==> config.mk <==
export PLATFORM = sky130hd
export DESIGN_NAME = cbs_seq
export DESIGN_NICKNAME = d
export VERILOG_FILES = /design/src/core/cbs_sync.v /design/src/core/cbs_irq.v /design/src/core/cbs_seq.v
export VERILOG_INCLUDE_DIRS = /design/src /design/src/core
export SDC_FILE = /design/constraint.sdc
export NUM_CORES = 1
export LEC_CHECK = 0
export BUFFER_PORTS_ARGS = -buffer_cell sky130_fd_sc_hd__buf_2
export CORE_ASPECT_RATIO = 1.2
export CORE_MARGIN = 5
export CORE_UTILIZATION = 48
export DETAILED_ROUTE_END_ITERATION = 8
export PLACE_DENSITY = 0.77
export SYNTH_ARGS = -nofsm -noshare
export SYNTH_HDL_FRONTEND = slang
export SYNTH_SLANG_ARGS = --single-unit
==> constraint.sdc <==
create_clock -name clk_sys -period 2.5 [get_ports clk_sys]
set_input_delay 0.125 -clock clk_sys [delete_from_list [all_inputs] [get_ports clk_sys]]
set_output_delay 0.125 -clock clk_sys [all_outputs]
set_load 0.005 [all_outputs]
==> src/core/cbs_defines.vh <==
`ifndef CBS_DEFINES_VH
`define CBS_DEFINES_VH

// ----------------------------------------------------------------
// machine cycle kinds
// ----------------------------------------------------------------
`define CBS_TY_OF      3'h0
`define CBS_TY_MR      3'h1
`define CBS_TY_MW      3'h2
`define CBS_TY_IOW     3'h3
`define CBS_TY_INA     3'h4
`define CBS_TY_BI      3'h5
`define CBS_TY_RSF     3'h6

// ----------------------------------------------------------------
// status codes {io_memory_select, upper, lower}
// ----------------------------------------------------------------
`define CBS_STAT_OF    3'h3
`define CBS_STAT_MR    3'h2
`define CBS_STAT_MW    3'h1
`define CBS_STAT_IOW   3'h5
`define CBS_STAT_INA   3'h7
`define CBS_STAT_HALT  3'h0

// ----------------------------------------------------------------
// acknowledge call sequence phases
// ----------------------------------------------------------------
`define CBS_SQ_NONE    3'h0
`define CBS_SQ_CALL_LO 3'h1
`define CBS_SQ_CALL_HI 3'h2
`define CBS_SQ_PUSH_HI 3'h3
`define CBS_SQ_PUSH_LO 3'h4

// ----------------------------------------------------------------
// pending interrupt kinds
// ----------------------------------------------------------------
`define CBS_PK_NONE    2'h0
`define CBS_PK_TRAP    2'h1
`define CBS_PK_RST     2'h2
`define CBS_PK_MASKABLE_INTERRUPT_REQUEST    2'h3

// ----------------------------------------------------------------
// opcodes and vectors
// ----------------------------------------------------------------
`define CBS_OP_CALL    8'hCD
`define CBS_OP_RST_HI  8'hFF
`define CBS_VEC_RST_HI 16'h003C
`define CBS_VEC_TRAP   16'h0024

`endif

==> src/core/cbs_sync.v <==
// ----------------------------------------------------------------
// three stage synchroniser, a bit changes once stages 2 and 3 agree
// ----------------------------------------------------------------
module cbs_sync #(
  parameter W = 1
) (
  input  wire         clk_sys,   // system clock
  input  wire         rstn,      // synchronous reset, active low
  input  wire [W-1:0] d_async,   // pins from outside the clock domain
  output reg  [W-1:0] q          // filtered, synchronised level
);

  reg [W-1:0] sync1;
  reg [W-1:0] sync2;
  reg [W-1:0] sync3;

  // stage 1 feeds stage 2 only, so metastability never reaches logic
  always @(posedge clk_sys) begin
    if (!rstn) begin
      sync1 <= {W{1'b0}};
      sync2 <= {W{1'b0}};
      sync3 <= {W{1'b0}};
      q     <= {W{1'b0}};
    end else begin
      sync1 <= d_async;
      sync2 <= sync1;
      sync3 <= sync2;
      q     <= (sync3 & ~(sync2 ^ sync3)) | (q & (sync2 ^ sync3));
    end
  end

endmodule

==> src/core/cbs_irq.v <==
`include "cbs_defines.vh"

// ----------------------------------------------------------------
// interrupt edge latches and priority choice
// ----------------------------------------------------------------
module cbs_irq (
  input  wire       clk_sys,    // system clock
  input  wire       rstn,       // synchronous reset, active low
  input  wire       trap_lvl,   // synchronised nonmaskable input
  input  wire       rsthi_lvl,  // synchronised highest restart input
  input  wire       maskable_interrupt_request_lvl,   // synchronised maskable request
  input  wire       inte,       // interrupt enable flag
  input  wire       rst_mask,   // restart input mask
  input  wire       clr_trap,   // pulse, nonmaskable accepted
  input  wire       clr_rst,    // pulse, restart accepted
  output reg  [1:0] kind        // highest valid interrupt now
);

  reg trap_prev;
  reg rst_prev;
  reg trap_lat;
  reg rst_lat;

  // edges set the latches; an edge in the clearing cycle still sets
  always @(posedge clk_sys) begin
    if (!rstn) begin
      trap_prev <= 1'b0;
      rst_prev  <= 1'b0;
      trap_lat  <= 1'b0;
      rst_lat   <= 1'b0;
    end else begin
      trap_prev <= trap_lvl;
      rst_prev  <= rsthi_lvl;
      trap_lat  <= (trap_lvl & ~trap_prev) | (trap_lat & ~clr_trap);
      rst_lat   <= (rsthi_lvl & ~rst_prev) | (rst_lat & ~clr_rst);
    end
  end

  // nonmaskable first; maskable request only when nothing else valid
  always @* begin
    if (trap_lat && trap_lvl)
      kind = `CBS_PK_TRAP;
    else if (rst_lat && inte && !rst_mask)
      kind = `CBS_PK_RST;
    else if (maskable_interrupt_request_lvl && inte)
      kind = `CBS_PK_MASKABLE_INTERRUPT_REQUEST;
    else
      kind = `CBS_PK_NONE;
  end

endmodule

==> src/core/cbs_seq.v <==
`include "cbs_defines.vh"

// Overview of operation
// - memory write T1 status: select low, upper low, lower high
// - write keeps data drivers on, data and write strobe at T2
// - ready sampled in T2; low inserts wait states until high
// - write strobe rises in T3; address and data hold to next T1 (data lines here are driven through T3 only, then float if no T1 follows)
// - write data stable around strobe rise; capture there
// - port write timed as memory write, select driven high
// - port write puts port number on both address bytes
// - interrupts sampled second clock before each opcode T1
// - only maskable request and flag set: clear flag, acknowledge
// - acknowledge is a fetch with acknowledge strobe, select high
// - further acknowledge cycles fetch later bytes, three T each
// - program counter not advanced during acknowledge cycles
// - call: push high then low PC, load bytes two and three
// - register pair add idle cycles: no read, no latch, no ready
// - restart: fetch without read strobe, own opcode, vector 3CH
// - restart edge sets latch, sampled before last T-state
// - halt floats the bus; reset always forces reset state
// - interrupt in halt clears flag, goes to T1 of fetch
// - hold in halt enters hold state, then back to halt
// - halt samples latch every state, leaves one period later
// - address latch strobe in T1 with low address on bus
// - status tells fetch, memory read and other cycle kinds
module cbs_seq (
  input  wire        clk_sys,         // 10 MHz, one T-state a cycle
  input  wire        rstn,            // synchronous reset, active low
  // core side
  input  wire        req,             // cycle request, level
  input  wire [2:0]  req_type,        // cycle kind
  input  wire [15:0] req_addr,        // address, port in low byte
  input  wire [7:0]  req_wdata,       // write data
  input  wire        fetch_next,      // next cycle will be a fetch
  input  wire        halt_req,        // enter halt instead of a cycle
  input  wire        ei_set,          // pulse, enable interrupts
  input  wire        di_set,          // pulse, disable interrupts
  input  wire        rst_mask,        // mask of the restart input
  input  wire [15:0] pc_now,          // current program counter
  input  wire [15:0] sp_now,          // current stack pointer
  output wire        req_ready,       // request taken this edge
  output reg         cyc_done,        // pulse, cycle or sequence done
  output reg  [7:0]  cyc_rdata,       // byte read or opcode
  output reg         vec_valid,       // pulse, internal restart
  output reg  [15:0] vec_addr,        // restart target
  output reg         pc_load,         // pulse, load pc_new and sp_new
  output reg  [15:0] pc_new,          // call target
  output reg  [15:0] sp_new,          // stack after two pushes
  output reg         pc_inc,          // pulse, advance program counter
  output reg         interrupt_enable_flag, // interrupt enable
  output wire        halted,          // in halt or hold
  // bus pins
  input  wire [7:0]  ad_in,           // muxed lines, read side
  output reg  [7:0]  muxed_addr_data_low, // muxed lines, drive side
  output wire        ad_oe,           // muxed lines enable
  output reg  [7:0]  address_high,    // upper address byte
  output wire        ctl_oe,          // enable of address and control
  output wire        ale,             // address latch strobe
  output wire        rd_n,            // read strobe, active low
  output wire        write_strobe_n,  // write strobe, active low
  output wire        acknowledge_strobe_n, // acknowledge, active low
  output wire        io_memory_select,    // high for port cycles
  output wire        cycle_status_upper,  // status bit
  output wire        cycle_status_lower,  // status bit
  input  wire        ready,           // synchronous bus ready
  input  wire        hold,            // bus hold request, async
  output wire        hlda,            // hold acknowledge
  input  wire        maskable_interrupt_request, // async
  input  wire        nmi_in,          // nonmaskable input, async
  input  wire        rst_hi_in        // highest restart input, async
);

  // ----------------------------------------------------------------
  // states
  // ----------------------------------------------------------------
  localparam ST_IDLE = 3'h0;
  localparam ST_T1   = 3'h1;
  localparam ST_T2   = 3'h2;
  localparam ST_TW   = 3'h3;
  localparam ST_T3   = 3'h4;
  localparam ST_T4   = 3'h5;
  localparam ST_HALT = 3'h6;
  localparam ST_HOLD = 3'h7;

  reg  [2:0]  st;
  reg  [2:0]  ty;
  reg         cur_long;
  reg  [7:0]  cur_wdata;
  reg  [2:0]  seq;
  reg  [1:0]  pend;
  reg  [1:0]  disp_kind;
  reg  [7:0]  call_lo;
  reg  [15:0] ret_pc;
  reg  [15:0] ret_sp;
  wire [2:0]  sync_out;
  wire [1:0]  irq_kind;

  // ----------------------------------------------------------------
  // input synchronisers and interrupt latches
  // ----------------------------------------------------------------
  cbs_sync #(.W(3)) u_sync (
    .clk_sys (clk_sys),
    .rstn    (rstn),
    .d_async ({hold, nmi_in, rst_hi_in}),
    .q       (sync_out)
  );

  wire hold_s = sync_out[2];
  wire maskable_interrupt_request_s;
  wire clr_trap;
  wire clr_rst;

  cbs_sync #(.W(1)) u_sync_maskable_interrupt_request (
    .clk_sys (clk_sys),
    .rstn    (rstn),
    .d_async (maskable_interrupt_request),
    .q       (maskable_interrupt_request_s)
  );

  cbs_irq u_irq (
    .clk_sys   (clk_sys),
    .rstn      (rstn),
    .trap_lvl  (sync_out[1]),
    .rsthi_lvl (sync_out[0]),
    .maskable_interrupt_request_lvl  (maskable_interrupt_request_s),
    .inte      (interrupt_enable_flag),
    .rst_mask  (rst_mask),
    .clr_trap  (clr_trap),
    .clr_rst   (clr_rst),
    .kind      (irq_kind)
  );

  // ----------------------------------------------------------------
  // cycle end and next cycle choice
  // ----------------------------------------------------------------
  wire is_rd   = (ty == `CBS_TY_OF) || (ty == `CBS_TY_MR);
  wire is_wr   = (ty == `CBS_TY_MW) || (ty == `CBS_TY_IOW);
  wire no_rdy  = (ty == `CBS_TY_BI) || (ty == `CBS_TY_RSF);
  wire rdy_ok  = ready || no_rdy;
  wire cyc_end = (st == ST_T4) || (st == ST_T3 && !cur_long);
  wire at_gap  = cyc_end || (st == ST_IDLE);
  // second clock before the next T1
  wire penult  = (st == ST_T3 && cur_long) ||
                 ((st == ST_T2 || st == ST_TW) && rdy_ok && !cur_long);
  wire samp    = (fetch_next && (penult || st == ST_IDLE)) ||
                 st == ST_HALT || st == ST_HOLD;

  reg  [2:0]  next_seq;
  reg         go;
  reg  [2:0]  g_ty;
  reg  [15:0] g_addr;
  reg  [7:0]  g_wd;
  reg         g_long;
  reg         g_disp;
  reg         take_req;

  // next phase of the acknowledge call sequence
  always @* begin
    next_seq = seq;
    if (cyc_end) begin
      case (seq)
        `CBS_SQ_NONE: begin
          if (ty == `CBS_TY_INA && cyc_rdata == `CBS_OP_CALL)
            next_seq = `CBS_SQ_CALL_LO;
        end
        `CBS_SQ_CALL_LO: next_seq = `CBS_SQ_CALL_HI;
        `CBS_SQ_CALL_HI: next_seq = `CBS_SQ_PUSH_HI;
        `CBS_SQ_PUSH_HI: next_seq = `CBS_SQ_PUSH_LO;
        default:         next_seq = `CBS_SQ_NONE;
      endcase
    end
  end

  // descriptor of the cycle that starts at this edge, if any
  always @* begin
    go       = 1'b0;
    take_req = 1'b0;
    g_disp   = 1'b0;
    g_ty     = `CBS_TY_OF;
    g_addr   = pc_now;
    g_wd     = 8'h00;
    g_long   = 1'b1;
    if (at_gap && next_seq != `CBS_SQ_NONE) begin
      go = 1'b1;
      case (next_seq)
        `CBS_SQ_PUSH_HI: begin
          g_ty   = `CBS_TY_MW;
          g_addr = ret_sp - 16'h0001;
          g_wd   = ret_pc[15:8];
          g_long = 1'b0;
        end
        `CBS_SQ_PUSH_LO: begin
          g_ty   = `CBS_TY_MW;
          g_addr = ret_sp - 16'h0002;
          g_wd   = ret_pc[7:0];
          g_long = 1'b0;
        end
        default: begin
          g_ty   = `CBS_TY_INA;
          g_addr = ret_pc;
          g_long = 1'b0;
        end
      endcase
    end else if (st == ST_HALT && !hold_s && pend != `CBS_PK_NONE) begin
      go     = 1'b1;
      g_disp = 1'b1;
    end else if (at_gap && !halt_req && req) begin
      go       = 1'b1;
      take_req = 1'b1;
      g_ty     = req_type;
      g_addr   = req_addr;
      g_wd     = req_wdata;
      g_long   = (req_type == `CBS_TY_OF);
      if (req_type == `CBS_TY_IOW)
        g_addr = {req_addr[7:0], req_addr[7:0]};
      if (req_type == `CBS_TY_OF && pend != `CBS_PK_NONE)
        g_disp = 1'b1;
    end
    // a fetch with an interrupt pending becomes its response
    if (g_disp) begin
      g_addr = pc_now;
      g_long = 1'b1;
      if (pend == `CBS_PK_MASKABLE_INTERRUPT_REQUEST)
        g_ty = `CBS_TY_INA;
      else
        g_ty = `CBS_TY_RSF;
    end
  end

  assign req_ready = take_req;
  assign clr_trap  = g_disp && pend == `CBS_PK_TRAP;
  assign clr_rst   = g_disp && pend == `CBS_PK_RST;

  // ----------------------------------------------------------------
  // T-state machine
  // ----------------------------------------------------------------
  // reset wins over everything, including halt and hold
  always @(posedge clk_sys) begin
    if (!rstn) begin
      st <= ST_IDLE;
    end else begin
      case (st)
        ST_T1:   st <= ST_T2;
        ST_T2:   st <= rdy_ok ? ST_T3 : ST_TW;
        ST_TW:   st <= rdy_ok ? ST_T3 : ST_TW;
        ST_HOLD: st <= hold_s ? ST_HOLD : ST_HALT;
        ST_HALT: begin
          if (hold_s)
            st <= ST_HOLD;
          else if (go)
            st <= ST_T1;
        end
        default: begin
          if (st == ST_T3 && cur_long)
            st <= ST_T4;
          else if (go)
            st <= ST_T1;               // next T1 follows at once
          else if (halt_req && at_gap && seq == `CBS_SQ_NONE)
            st <= ST_HALT;
          else if (at_gap)
            st <= ST_IDLE;
        end
      endcase
    end
  end

  // ----------------------------------------------------------------
  // cycle registers, bus address and data
  // ----------------------------------------------------------------
  // address and data only change on entry to T1 and, for writes, T2
  always @(posedge clk_sys) begin
    if (!rstn) begin
      ty                  <= `CBS_TY_OF;
      cur_long            <= 1'b0;
      cur_wdata           <= 8'h00;
      muxed_addr_data_low <= 8'h00;
      address_high        <= 8'h00;
      seq                 <= `CBS_SQ_NONE;
      disp_kind           <= `CBS_PK_NONE;
    end else begin
      seq <= next_seq;
      if (go) begin
        ty                  <= g_ty;
        cur_long            <= g_long;
        cur_wdata           <= g_wd;
        muxed_addr_data_low <= g_addr[7:0];
        address_high        <= g_addr[15:8];
        disp_kind           <= g_disp ? pend : `CBS_PK_NONE;
      end else if (st == ST_T1 && is_wr) begin
        muxed_addr_data_low <= cur_wdata;
      end
    end
  end

  // ----------------------------------------------------------------
  // interrupt sampling and enable flag
  // ----------------------------------------------------------------
  // first accepted interrupt is kept; later sampling cannot replace it
  always @(posedge clk_sys) begin
    if (!rstn) begin
      pend                  <= `CBS_PK_NONE;
      interrupt_enable_flag <= 1'b0;
    end else begin
      if (g_disp)
        pend <= `CBS_PK_NONE;
      else if (samp && pend == `CBS_PK_NONE)
        pend <= irq_kind;
      if (g_disp || di_set)
        interrupt_enable_flag <= 1'b0;
      else if (ei_set)
        interrupt_enable_flag <= 1'b1;
    end
  end

  // ----------------------------------------------------------------
  // results handed back to the core
  // ----------------------------------------------------------------
  always @(posedge clk_sys) begin
    if (!rstn) begin
      cyc_done  <= 1'b0;
      cyc_rdata <= 8'h00;
      vec_valid <= 1'b0;
      vec_addr  <= 16'h0000;
      pc_load   <= 1'b0;
      pc_new    <= 16'h0000;
      sp_new    <= 16'h0000;
      pc_inc    <= 1'b0;
      call_lo   <= 8'h00;
      ret_pc    <= 16'h0000;
      ret_sp    <= 16'h0000;
    end else begin
      cyc_done  <= 1'b0;
      vec_valid <= 1'b0;
      pc_load   <= 1'b0;
      pc_inc    <= 1'b0;
      // return address frozen while acknowledge cycles run
      if (g_disp) begin
        ret_pc <= pc_now;
        ret_sp <= sp_now;
      end
      if (st == ST_T3 && (is_rd || ty == `CBS_TY_INA)) begin
        if (seq == `CBS_SQ_CALL_LO)
          call_lo <= ad_in;
        else if (seq == `CBS_SQ_CALL_HI)
          pc_new <= {ad_in, call_lo};
        else
          cyc_rdata <= ad_in;
      end
      if (st == ST_T3 && ty == `CBS_TY_RSF) begin
        cyc_rdata <= `CBS_OP_RST_HI;
        vec_valid <= 1'b1;
        if (disp_kind == `CBS_PK_TRAP)
          vec_addr <= `CBS_VEC_TRAP;
        else
          vec_addr <= `CBS_VEC_RST_HI;
      end
      if (cyc_end) begin
        if (ty == `CBS_TY_OF)
          pc_inc <= 1'b1;
        if (seq == `CBS_SQ_PUSH_LO) begin
          pc_load  <= 1'b1;
          sp_new   <= ret_sp - 16'h0002;
          cyc_done <= 1'b1;
        end else if (next_seq == `CBS_SQ_NONE) begin
          cyc_done <= 1'b1;
        end
      end
    end
  end

  // ----------------------------------------------------------------
  // bus strobes, enables and status
  // ----------------------------------------------------------------
  wire in_act = (st == ST_T1) || (st == ST_T2) || (st == ST_TW) ||
                (st == ST_T3) || (st == ST_T4);
  wire strobe = (st == ST_T2) || (st == ST_TW) || (st == ST_T3);
  reg  [2:0] stat;

  // status stays on for the whole cycle
  always @* begin
    case (ty)
      `CBS_TY_MW:  stat = `CBS_STAT_MW;
      `CBS_TY_IOW: stat = `CBS_STAT_IOW;
      `CBS_TY_INA: stat = `CBS_STAT_INA;
      `CBS_TY_MR:  stat = `CBS_STAT_MR;
      `CBS_TY_BI:  stat = `CBS_STAT_MR;
      default:     stat = `CBS_STAT_OF;
    endcase
    if (!in_act)
      stat = `CBS_STAT_HALT;
  end

  // halt and hold float address, data and control
  assign ctl_oe = (st != ST_HALT) && (st != ST_HOLD);
  assign hlda   = (st == ST_HOLD);
  assign halted = !ctl_oe;
  assign ale    = (st == ST_T1) && (ty != `CBS_TY_BI);
  // write data stays driven through T3 past the strobe rise
  assign ad_oe  = (st == ST_T1) ||
                  (is_wr && strobe);
  assign rd_n   = !(strobe && is_rd);
  // strobe is high again in T3, which ends the write
  assign write_strobe_n = !(is_wr &&
                  (st == ST_T2 || st == ST_TW));
  assign acknowledge_strobe_n = !(strobe &&
                  ty == `CBS_TY_INA);
  assign io_memory_select   = stat[2];
  assign cycle_status_upper = stat[1];
  assign cycle_status_lower = stat[0];

endmodule

# After elaboration in Yosys (flattened, before gate mapping)
# Index checks and enable logic that the tools add are counted.
[op_classes]
addsub = 2
eq_ne = 31
n_mux = 59
bitwise = 22
reduce_logical = 79
[op_table]
columns = ["op", "count"]
rows = [
  ["$mux 16", 5],
  ["$mux 8", 9],
  ["$mux 3", 15],
  ["$pmux 3 s4", 3],
  ["$pmux 16 s2", 1],
  ["$logic_and 1x1->1", 30],
  ["$eq 3x3->1 const B", 9],
  ["$eq 3x2->1 const B", 8],
  ["$logic_or 1x1->1", 19],
  ["$mux 1", 19],
  ["$pmux 8 s2", 1],
  ["$sub 16x1->16 const B", 1],
  ["$sub 16x2->16 const B", 1],
  ["$logic_not 3->1", 5],
  ["$mux 2", 5],
  ["$reduce_or 2->1", 5],
  ["$eq 3x1->1 const B", 3],
  ["$ne 3x3->1 const B", 3],
  ["$eq 8x8->1 const B", 1],
  ["$logic_not 1->1", 8],
  ["$reduce_and 2->1", 4],
  ["$reduce_bool 8->1", 1],
  ["$not 1->1", 7],
  ["$and 1x1->1", 6],
  ["15 further kinds", 24],
]
[totals]
regBits = 159
in_bits = 80
out_inout_bits = 89
word_cells = 226

# Depth between registers and ports, before layout
# Gate-level depths: netlist (run 1).
[depth]
word_depth = 13
mapped_depth = 10
depth_no_buf = 9

# Modules after synthesis
# Synthesis (run 1) repeated with hierarchy kept, for this count alone.
[hier_totals]
hier_cells = 878
hier_area_um2 = 7288.2
[modules_own_cells]
columns = ["mod", "instances", "cells_per_inst", "area_per_inst_um2", "seq_area_each_um2"]
rows = [
  ["cbs_seq", 1, 820, 6625.1, 2502.4],
  ["cbs_sync at u_sync", 1, 31, 367.9, 240.2],
  ["cbs_irq", 1, 17, 178.9, 80.1],
  ["cbs_sync at u_sync_maskable_interrupt_request", 1, 10, 116.4, 80.1],
]

# Worst setup path before layout (run 1)
# No wires, ideal clock.
[synth_path]
kind = "register -> register"
from = "register ret_sp[1]"
to = "register address_high[7]"
setup_time_ns = 0.070
arrival_ns = 2.276
t_required_ns = 2.430
slack_ns = 0.154
path_stages_with_launch = 10
n_path_buf = 1
synth_period_minus_slack_ns = 2.346
path_cell_list = "dfxtp_1 > inv_1 > ha_1 > clkbuf_2 > nor4b_1 > nand3_1 > or3_1 > o311ai_1 > o211ai_1 > a21oi_1"
[synth_via]
elab_chain_cells = 4
word_cells_on_any_way = 5
classes_between = "add/sub (2); mux (3)"
[synth_lines]
columns = ["item", "line_no", "text"]
rows = [
  ["start, declared", "cbs_seq.v:94", "reg [15:0] ret_sp;"],
  ["start signal, assigned", "cbs_seq.v:339", "ret_sp <= sp_now;"],
  ["$sub 16x2->16 / $sub 16x1->16 (equally long branches)", "cbs_seq.v:194, cbs_seq.v:188", ""],
  ["$pmux 16 s2 (*)", "cbs_seq.v:185", "case (next_seq)"],
  ["$mux 16 (*)", "cbs_seq.v:183", "if (at_gap && next_seq != `CBS_SQ_NONE) begin"],
  ["$mux 16 (*)", "cbs_seq.v:220", "if (g_disp) begin"],
  ["end signal, assigned", "cbs_seq.v:287", "address_high <= g_addr[15:8];"],
  ["end, declared", "cbs_seq.v:56", "output reg [7:0] address_high,"],
]
# Mark *: on every way between the ends. The rest lies on a longest branch, timed or not.
# A chain may end at the register's enable or synchronous reset.

# Worst setup path after layout (run 1)
[layout_path]
from = "register st[1]"
to = "register muxed_addr_data_low[5]"
[layout_via]
elab_chain_cells = 11
word_cells_on_any_way = 31
classes_between = "eq/ne (6); mux (13); reduce/logical (12)"
[layout_lines]
columns = ["item", "line_no", "text"]
rows = [
  ["start, declared", "cbs_seq.v:85", "reg [2:0] st;"],
  ["start signal, assigned", "cbs_seq.v:244", "ST_T2: st <= rdy_ok ? ST_T3 : ST_TW;"],
  ["start signal, assigned", "cbs_seq.v:245", "ST_TW: st <= rdy_ok ? ST_T3 : ST_TW;"],
  ["start signal, assigned", "cbs_seq.v:246", "ST_HOLD: st <= hold_s ? ST_HOLD : ST_HALT;"],
  ["branches (longest 11 deep; another with $pmux 16 s2)", "n/a", ""],
  ["end signal, assigned", "cbs_seq.v:286", "muxed_addr_data_low <= g_addr[7:0];"],
  ["end signal, assigned", "cbs_seq.v:290", "muxed_addr_data_low <= cur_wdata;"],
  ["end, declared", "cbs_seq.v:54", "output reg [7:0] muxed_addr_data_low,"],
]
# Several ways; the timed one is not identified.

==> results.toml, run 1 <==
[outcome]
status = "complete, no violations"

[synthesis]
synth_seq_cells = 145
synth_edf_count = 0
synth_flop_cell = "dfxtp_1"
seq_area_frac_synth_pct = 42.7
synth.most_common_cell = "nand2_1"
async_flop_share_pct = 0
avgSynthCellArea_um2 = 8.06
synth_top_area_cell = "dfxtp_1"
netlist.area_leader.share_pct = 42.7
synth_area_mm2 = 0.00681
yosys_warnings = 0
synthTopCellsByCount = "nand2_1 (150), dfxtp_1 (145), a21oi_1 (92), nor2_1 (78), o21ai_0 (42)"
syn_inst = 844
synth_cell_types = 74
yosys-top-cells-area = "dfxtp_1 (43%), nand2_1 (8.3%), a21oi_1 (6.8%)"

[worst_setup_path]
cp-end-kind = "flop"
crit_type = "flop to flop"
path_buf_inv = 2
crit_slowest_cell = "dfxtp_1"
slowest_delay_ns = 0.35
r2r_cells = 8
path_max_fanout = 17
path_common_cell = "buf_4"
r2r_slack_ns = 0.12
startpoint_type = "flop"
path_cells = "nand2b_1 -> o21ai_0 -> buf_4 -> o2111ai_1 -> a21boi_2 -> buf_4 -> nand2_1 -> o221a_2"
worstPathArrival_ns = 2.69
path_delay_family = "compound AO/OA/AOI/OAI gates"
required_ns = 2.81
path_depth = 8

[hold_path]
holdPathStages = 3
hp-class = "primary input to flop"

[cts]
cts_tree = "yes"
root_buffer = "clkbuf_16"
clk_latency_ns = 0.42
numCtsBuffers = 17
h-tree-depth = 4
clkTransAtPathRegs_ns = 0.07
clockBufferDepth = 2
cts.sinks = 145

[route]
wl_met2_mm = 10.9
dr.pass1.iters = 8
met3RoutedLength_mm = 1.58
highest_layer = "met4"
via_count = 7128
via_per_inst = 5.72
wire_per_inst_um = 17.4
first_iter_violations = 688
met1_length_mm = 8.56
drc_errors = 0
drt-total-wl_mm = 21.8
drtAntennaViolNets = 0

[power]
p_sw_mw = 2.11
internal_power_mw = 4.94
p_comb_share_pct = 23.9
seqPwrFrac_pct = 36.9
power_density_mw_per_mm2 = 775
ir_drop_uv = 487
p_sw_share_pct = 29.9
leakagePower_nw = 3.92
clkPwrFrac_pct = 39.2

[grt]
grt_pass1_vias = 6930
overflow = 0
grt_max_degree = 44
grt_first_pass_wirelength_mm = 34.6
grt_use_total_pct = 25.4
antenna_found_initial = 0

[timing]
worstMarginPinSlew_ns = 0.560
min_period_ns = 2.38
hold_ws_ns = 0.0146
setup_viol = 0
layout_setup_ws_ns = 0.118
finalHoldViolCount = 0
rsz0062_at_grt = "true"
skew_ns = 0.0103
finalMaxSlewViolations = 0
slew_headroom_pct = 62.6
fin_crit_sh_pct = 95.3
max_freq_mhz = 420

[placed_design]
dp.cells = 1159
gp_congestion = 0.939
dp_slack_ns = 0.0101
dpl.hpwl_mm = 15.3
io_buffers = 156

[floorplanning]
std_cell_rows = 47
die_w_um = 119
die_height_um = 140
ioPinCount = 169
die-area_mm2 = 0.0167
start_util_pct = 49.0
fp.coreArea_mm2 = 0.0139

[finish]
syn2layout_area_growth_pct = 33.7
n_antenna_cell = 0
drive_above_1_share_pct = 24.4
nets = 1146
final-instance-count-excl-fill = 1247

[flow_run]
cap_violations = 0
==> logic make-up (layout without fill, tap and decap cells) <==
family / Yosys count / after routing / synth area share (%)
muxes: 27 / 27 / 4.06
adders and majority gates: 4 / 4 / 0.699
and+or+nand+nor: 318 / 318 / 21.1
buffers and inverters: 88 / 309 / 6.31
other: 1 / 12 / 0.0551
xor gates and xnor gates: 13 / 13 / 1.67
AOI/OAI and AO/OA: 248 / 248 / 23.5
DFF: 145 / 145 / 42.7
==> power groups by stage <==
stage          Clock (mW)  Sequential [mW]  Combinational [mW]
2_1_floorplan           0             2.62               0.946
3_3_place_gp            0             2.64                1.53
3_5_place_dp            0             2.65                1.55
4_1_cts              2.79             2.60                1.66
5_1_grt              2.90             2.62                1.83
6_report             2.76             2.60                1.69
==> layer usage <==
metal | up-vias | track usage [%]
met5 | - | 0
met4 | 0 | 11.3
met3 | 72 | 4.56
met2 | 348 | 44.6
met1 | 3311 | 30.3
li1 | 3397 | -
==> cell usage in the layout (no fill, tap or decap), types with 3 or more instances in the layout <==
master	n
mux2i_1	22
a22oi_1	15
o21ai_0	41
o21ai_1	4
nand3_1	12
o22ai_1	6
xor2_1	6
o21a_1	4
nor2_1	77
buf_2	156
ha_1	3
and2_1	18
a222oi_1	6
dlygate4sd3_1	53
bufinv_16	4
a211oi_1	14
nand3b_1	4
nand2_1	150
nor3_1	10
o211ai_1	7
conb_1	12
xnor2_1	7
and3_1	4
clkbuf_16	17
nand2b_1	5
nor4_1	3
nand4_1	3
a21o_1	6
inv_6	4
a31oi_1	9
buf_4	49
dfxtp_1	144
nor3b_1	4
mux2_2	5
a21oi_1	92
nor2b_1	7
a221oi_1	13
or3_1	5
inv_1	14
==> worst paths after layout <==
| path | from | endpoint |
|---|---|---|
| max | st[1] | muxed_addr_data_low[5] |
| min | pc_now[8] | ret_pc[8] |
| max reg2reg | st[1] | muxed_addr_data_low[5] |
| min reg2reg | u_irq.trap_prev | u_irq.trap_lat |
==> state kept, by name (all words and copies together) (netlist names), 8 cells and up, named ones only <==
signal,flops
ret_sp,16
cur_wdata,8
pc_new,16
ret_pc,16
call_lo,8
address_high,8
cyc_rdata,8
sp_new,16
muxed_addr_data_low,8
==> layout make-up <==
| type | count | area, µm² |
|---|---|---|
| Clock buffer | 18 | 439 |
| Clock inverter | 14 | 201 |
| Fill cell | 1134 | 4780 |
| Inverter | 15 | 56.3 |
| Multi-Input combinational cell | 622 | 3540 |
| Sequential cell | 145 | 2900 |
| Tap cell | 171 | 214 |
| Timing Repair Buffer | 262 | 1740 |
==> per-stage QoR <==
step | instance area [µm²] | total power [mW] | util, % | TNS, ns
floorplan | 6850 | 3.57 | - | 0
global placement | 7870 | 4.17 | 56.7 | 0
detailed placement | 7870 | 4.19 | 56.7 | 0
CTS | 9070 | 7.05 | 65.3 | 0
global route | 9100 | 7.36 | 65.5 | -0.00573
finish | 9100 | 7.05 | 65.5 | 0
==> tightest hold or removal path, delay by kind of cell <==
| kind | cells | cell delay, ns |
|---|---|---|
| AOI/OAI and AO/OA | 1 | 0.07 |
| buffers and inverters | 1 | 0.10 |
| and+or+nand+nor | 1 | 0.09 |
==> what timing repair did <==
| item | CTS | global route |
|---|---|---|
| gates resized for setup | 1 | 8 |
| pin swaps | 1 | 0 |
| setup buffers | 3 | 0 |
| endpoints found under the setup margin | 4 | 26 |
| hold buffers | 53 | 0 |
| endpoints found under the hold margin | 58 | 0 |
Power figures use the tool's default switching activity.
==> inputs of run 2 (changes only) <==
--- a/config.mk
+++ b/config.mk
@@ -12,6 +12,7 @@
 export CORE_UTILIZATION = 48
 export DETAILED_ROUTE_END_ITERATION = 8
 export PLACE_DENSITY = 0.77
+export REMOVE_ABC_BUFFERS = 1
 export SYNTH_ARGS = -nofsm -noshare
 export SYNTH_HDL_FRONTEND = slang
 export SYNTH_SLANG_ARGS = --single-unit
==> run 2 against run 1 <==
  * Clock power decreased by 9.4%
  * Combinational power is 3% lower
  * Design area shrank 0.89%
  * Critical endpoint is now ty[1]
  * Count of clock-buffer cells in the layout fell by 1
  * Register-to-register slack gained 0.02 ns
==> results.toml, run 2 (same netlist as run 1, synthesis figures left out) <==
[outcome]
status = "complete, no violations"

[finish]
design_area_mm2 = 0.00901
syn2layout_area_growth_pct = 32.5
n_antenna_cell = 0
final_cell_mix = "buf_2 (156), nand2_1 (150), dfxtp_1 (145), a21oi_1 (92), nor2_1 (78)"
final_common_cell = "buf_2"
drive_above_1_share_pct = 24.2
nets = 1145

[route]
drt-total-wl_mm = 21.4
drc_errors = 0
wl_met2_mm = 10.4
via_per_inst = 5.71
wire_per_inst_um = 17.2
met3RoutedLength_mm = 1.59
highest_layer = "met4"
dr.pass1.iters = 6
via_count = 7112
drtAntennaViolNets = 0
met1_length_mm = 8.73
first_iter_violations = 662

[grt]
grt_pass1_vias = 6675
overflow = 0
grt_max_degree = 107
grt_use_total_pct = 24.8
grt_first_pass_wirelength_mm = 33.9
antenna_found_initial = 0

[cts]
numCtsBuffers = 17
clockBufferDepth = 2
clk_latency_ns = 0.42
clkTransAtPathRegs_ns = 0.07
h-tree-depth = 4
root_buffer = "clkbuf_16"
cts_tree = "yes"
cts.sinks = 145

[timing]
rsz0062_at_grt = "false"
hold_ws_ns = 0.0165
fin_crit_sh_pct = 94.5
min_period_ns = 2.36
finalHoldViolCount = 0
worstMarginPinSlew_ns = 0.544
slew_headroom_pct = 63.6
finalMaxSlewViolations = 0
setup_viol = 0
skew_ns = 0.00928
max_freq_mhz = 423

[hold_path]
hp-class = "primary input to flop"

[power]
leakagePower_nw = 3.88
power_density_mw_per_mm2 = 746
ir_drop_uv = 582

[placed_design]
gp_congestion = 0.985
io_buffers = 156
dpl.hpwl_mm = 14.7
placed_area_mm2 = 0.00789

[floorplanning]
ioPinCount = 169
die_height_um = 140
start_util_pct = 49.0
std_cell_rows = 47
die-area_mm2 = 0.0167
fp.coreArea_mm2 = 0.0139
die_w_um = 119

[worst_setup_path]
cp-end-kind = "flop"
crit_type = "flop to flop"
path_max_fanout = 8
required_ns = 2.85
worstPathArrival_ns = 2.71
startpoint_type = "flop"

[flow_run]
cap_violations = 0
==> run 2: worst paths after layout <==
kind | from | end | slack (ns) | cells past startpoint
setup / recovery | st[0] | ty[1] | 0.14 | 8
setup reg to reg | st[0] | ty[1] | 0.14 | 8
hold reg to reg | u_irq.trap_prev | u_irq.trap_lat | 0.42 | 1
hold / removal | req_addr[6] | muxed_addr_data_low[6] | 0.02 | 3
==> run 2: repair_timing <==
item                                    in CTS  in global routing
endpoints found under the setup margin       0                 31
resized for setup                            0                  4
hold endpoints to repair                    61                  0
hold buffers                                53                  0
buffers inserted                             0                  1
==> run 2: area by class of cell <==
type	instances	area (µm²)
inverters	15	56.3
flip-flops and latches	145	2900
clock buffers	17	425
repair buffers	261	1730
well taps	171	214
fillers	1198	4860
multi-input cells	622	3540
clock inverters	15	148
==> run 2: layer usage <==
metal,vias to the layer above,GRT usage [%]
met5,-,0
met4,0,9.88
met3,56,4.23
met2,370,42.8
met1,3282,30.8
li1,3404,-
==> run 2: through the flow <==
| step | power (mW) | cells | setup TNS (ns) | utilization [%] | worst slack [ns] |
|---|---|---|---|---|---|
| floorplan | 3.48 | 782 | -13.98 | - | -0.474 |
| global placement | 4.16 | 1160 | 0 | 56.8 | 0.149 |
| detailed placement | 4.18 | 1160 | 0 | 56.8 | 0.150 |
| CTS | 6.74 | 1245 | 0 | 64.8 | 0.0549 |
| global route | 7.03 | 1246 | 0 | 65.0 | 0.00383 |
| finish | 6.73 | 1246 | 0 | 65.0 | 0.138 |
==> run 2: worst max-delay path: stages (launching register included) <==
cell and delay [ns]:
dfxtp_1 0.41, and3b_1 0.23, or3_4 0.41, o41ai_4 0.36
a21boi_4 0.27, buf_4 0.20, a221oi_1 0.06, a41o_1 0.22
a21oi_1 0.13
==> run 2: power breakdown <==
| part | total (mW) | internal [mW] | switching [mW] |
|---|---|---|---|
| combinational | 1.64 | 0.713 | 0.923 |
| sequential | 2.59 | 2.48 | 0.113 |
| clock | 2.50 | 1.40 | 1.09 |
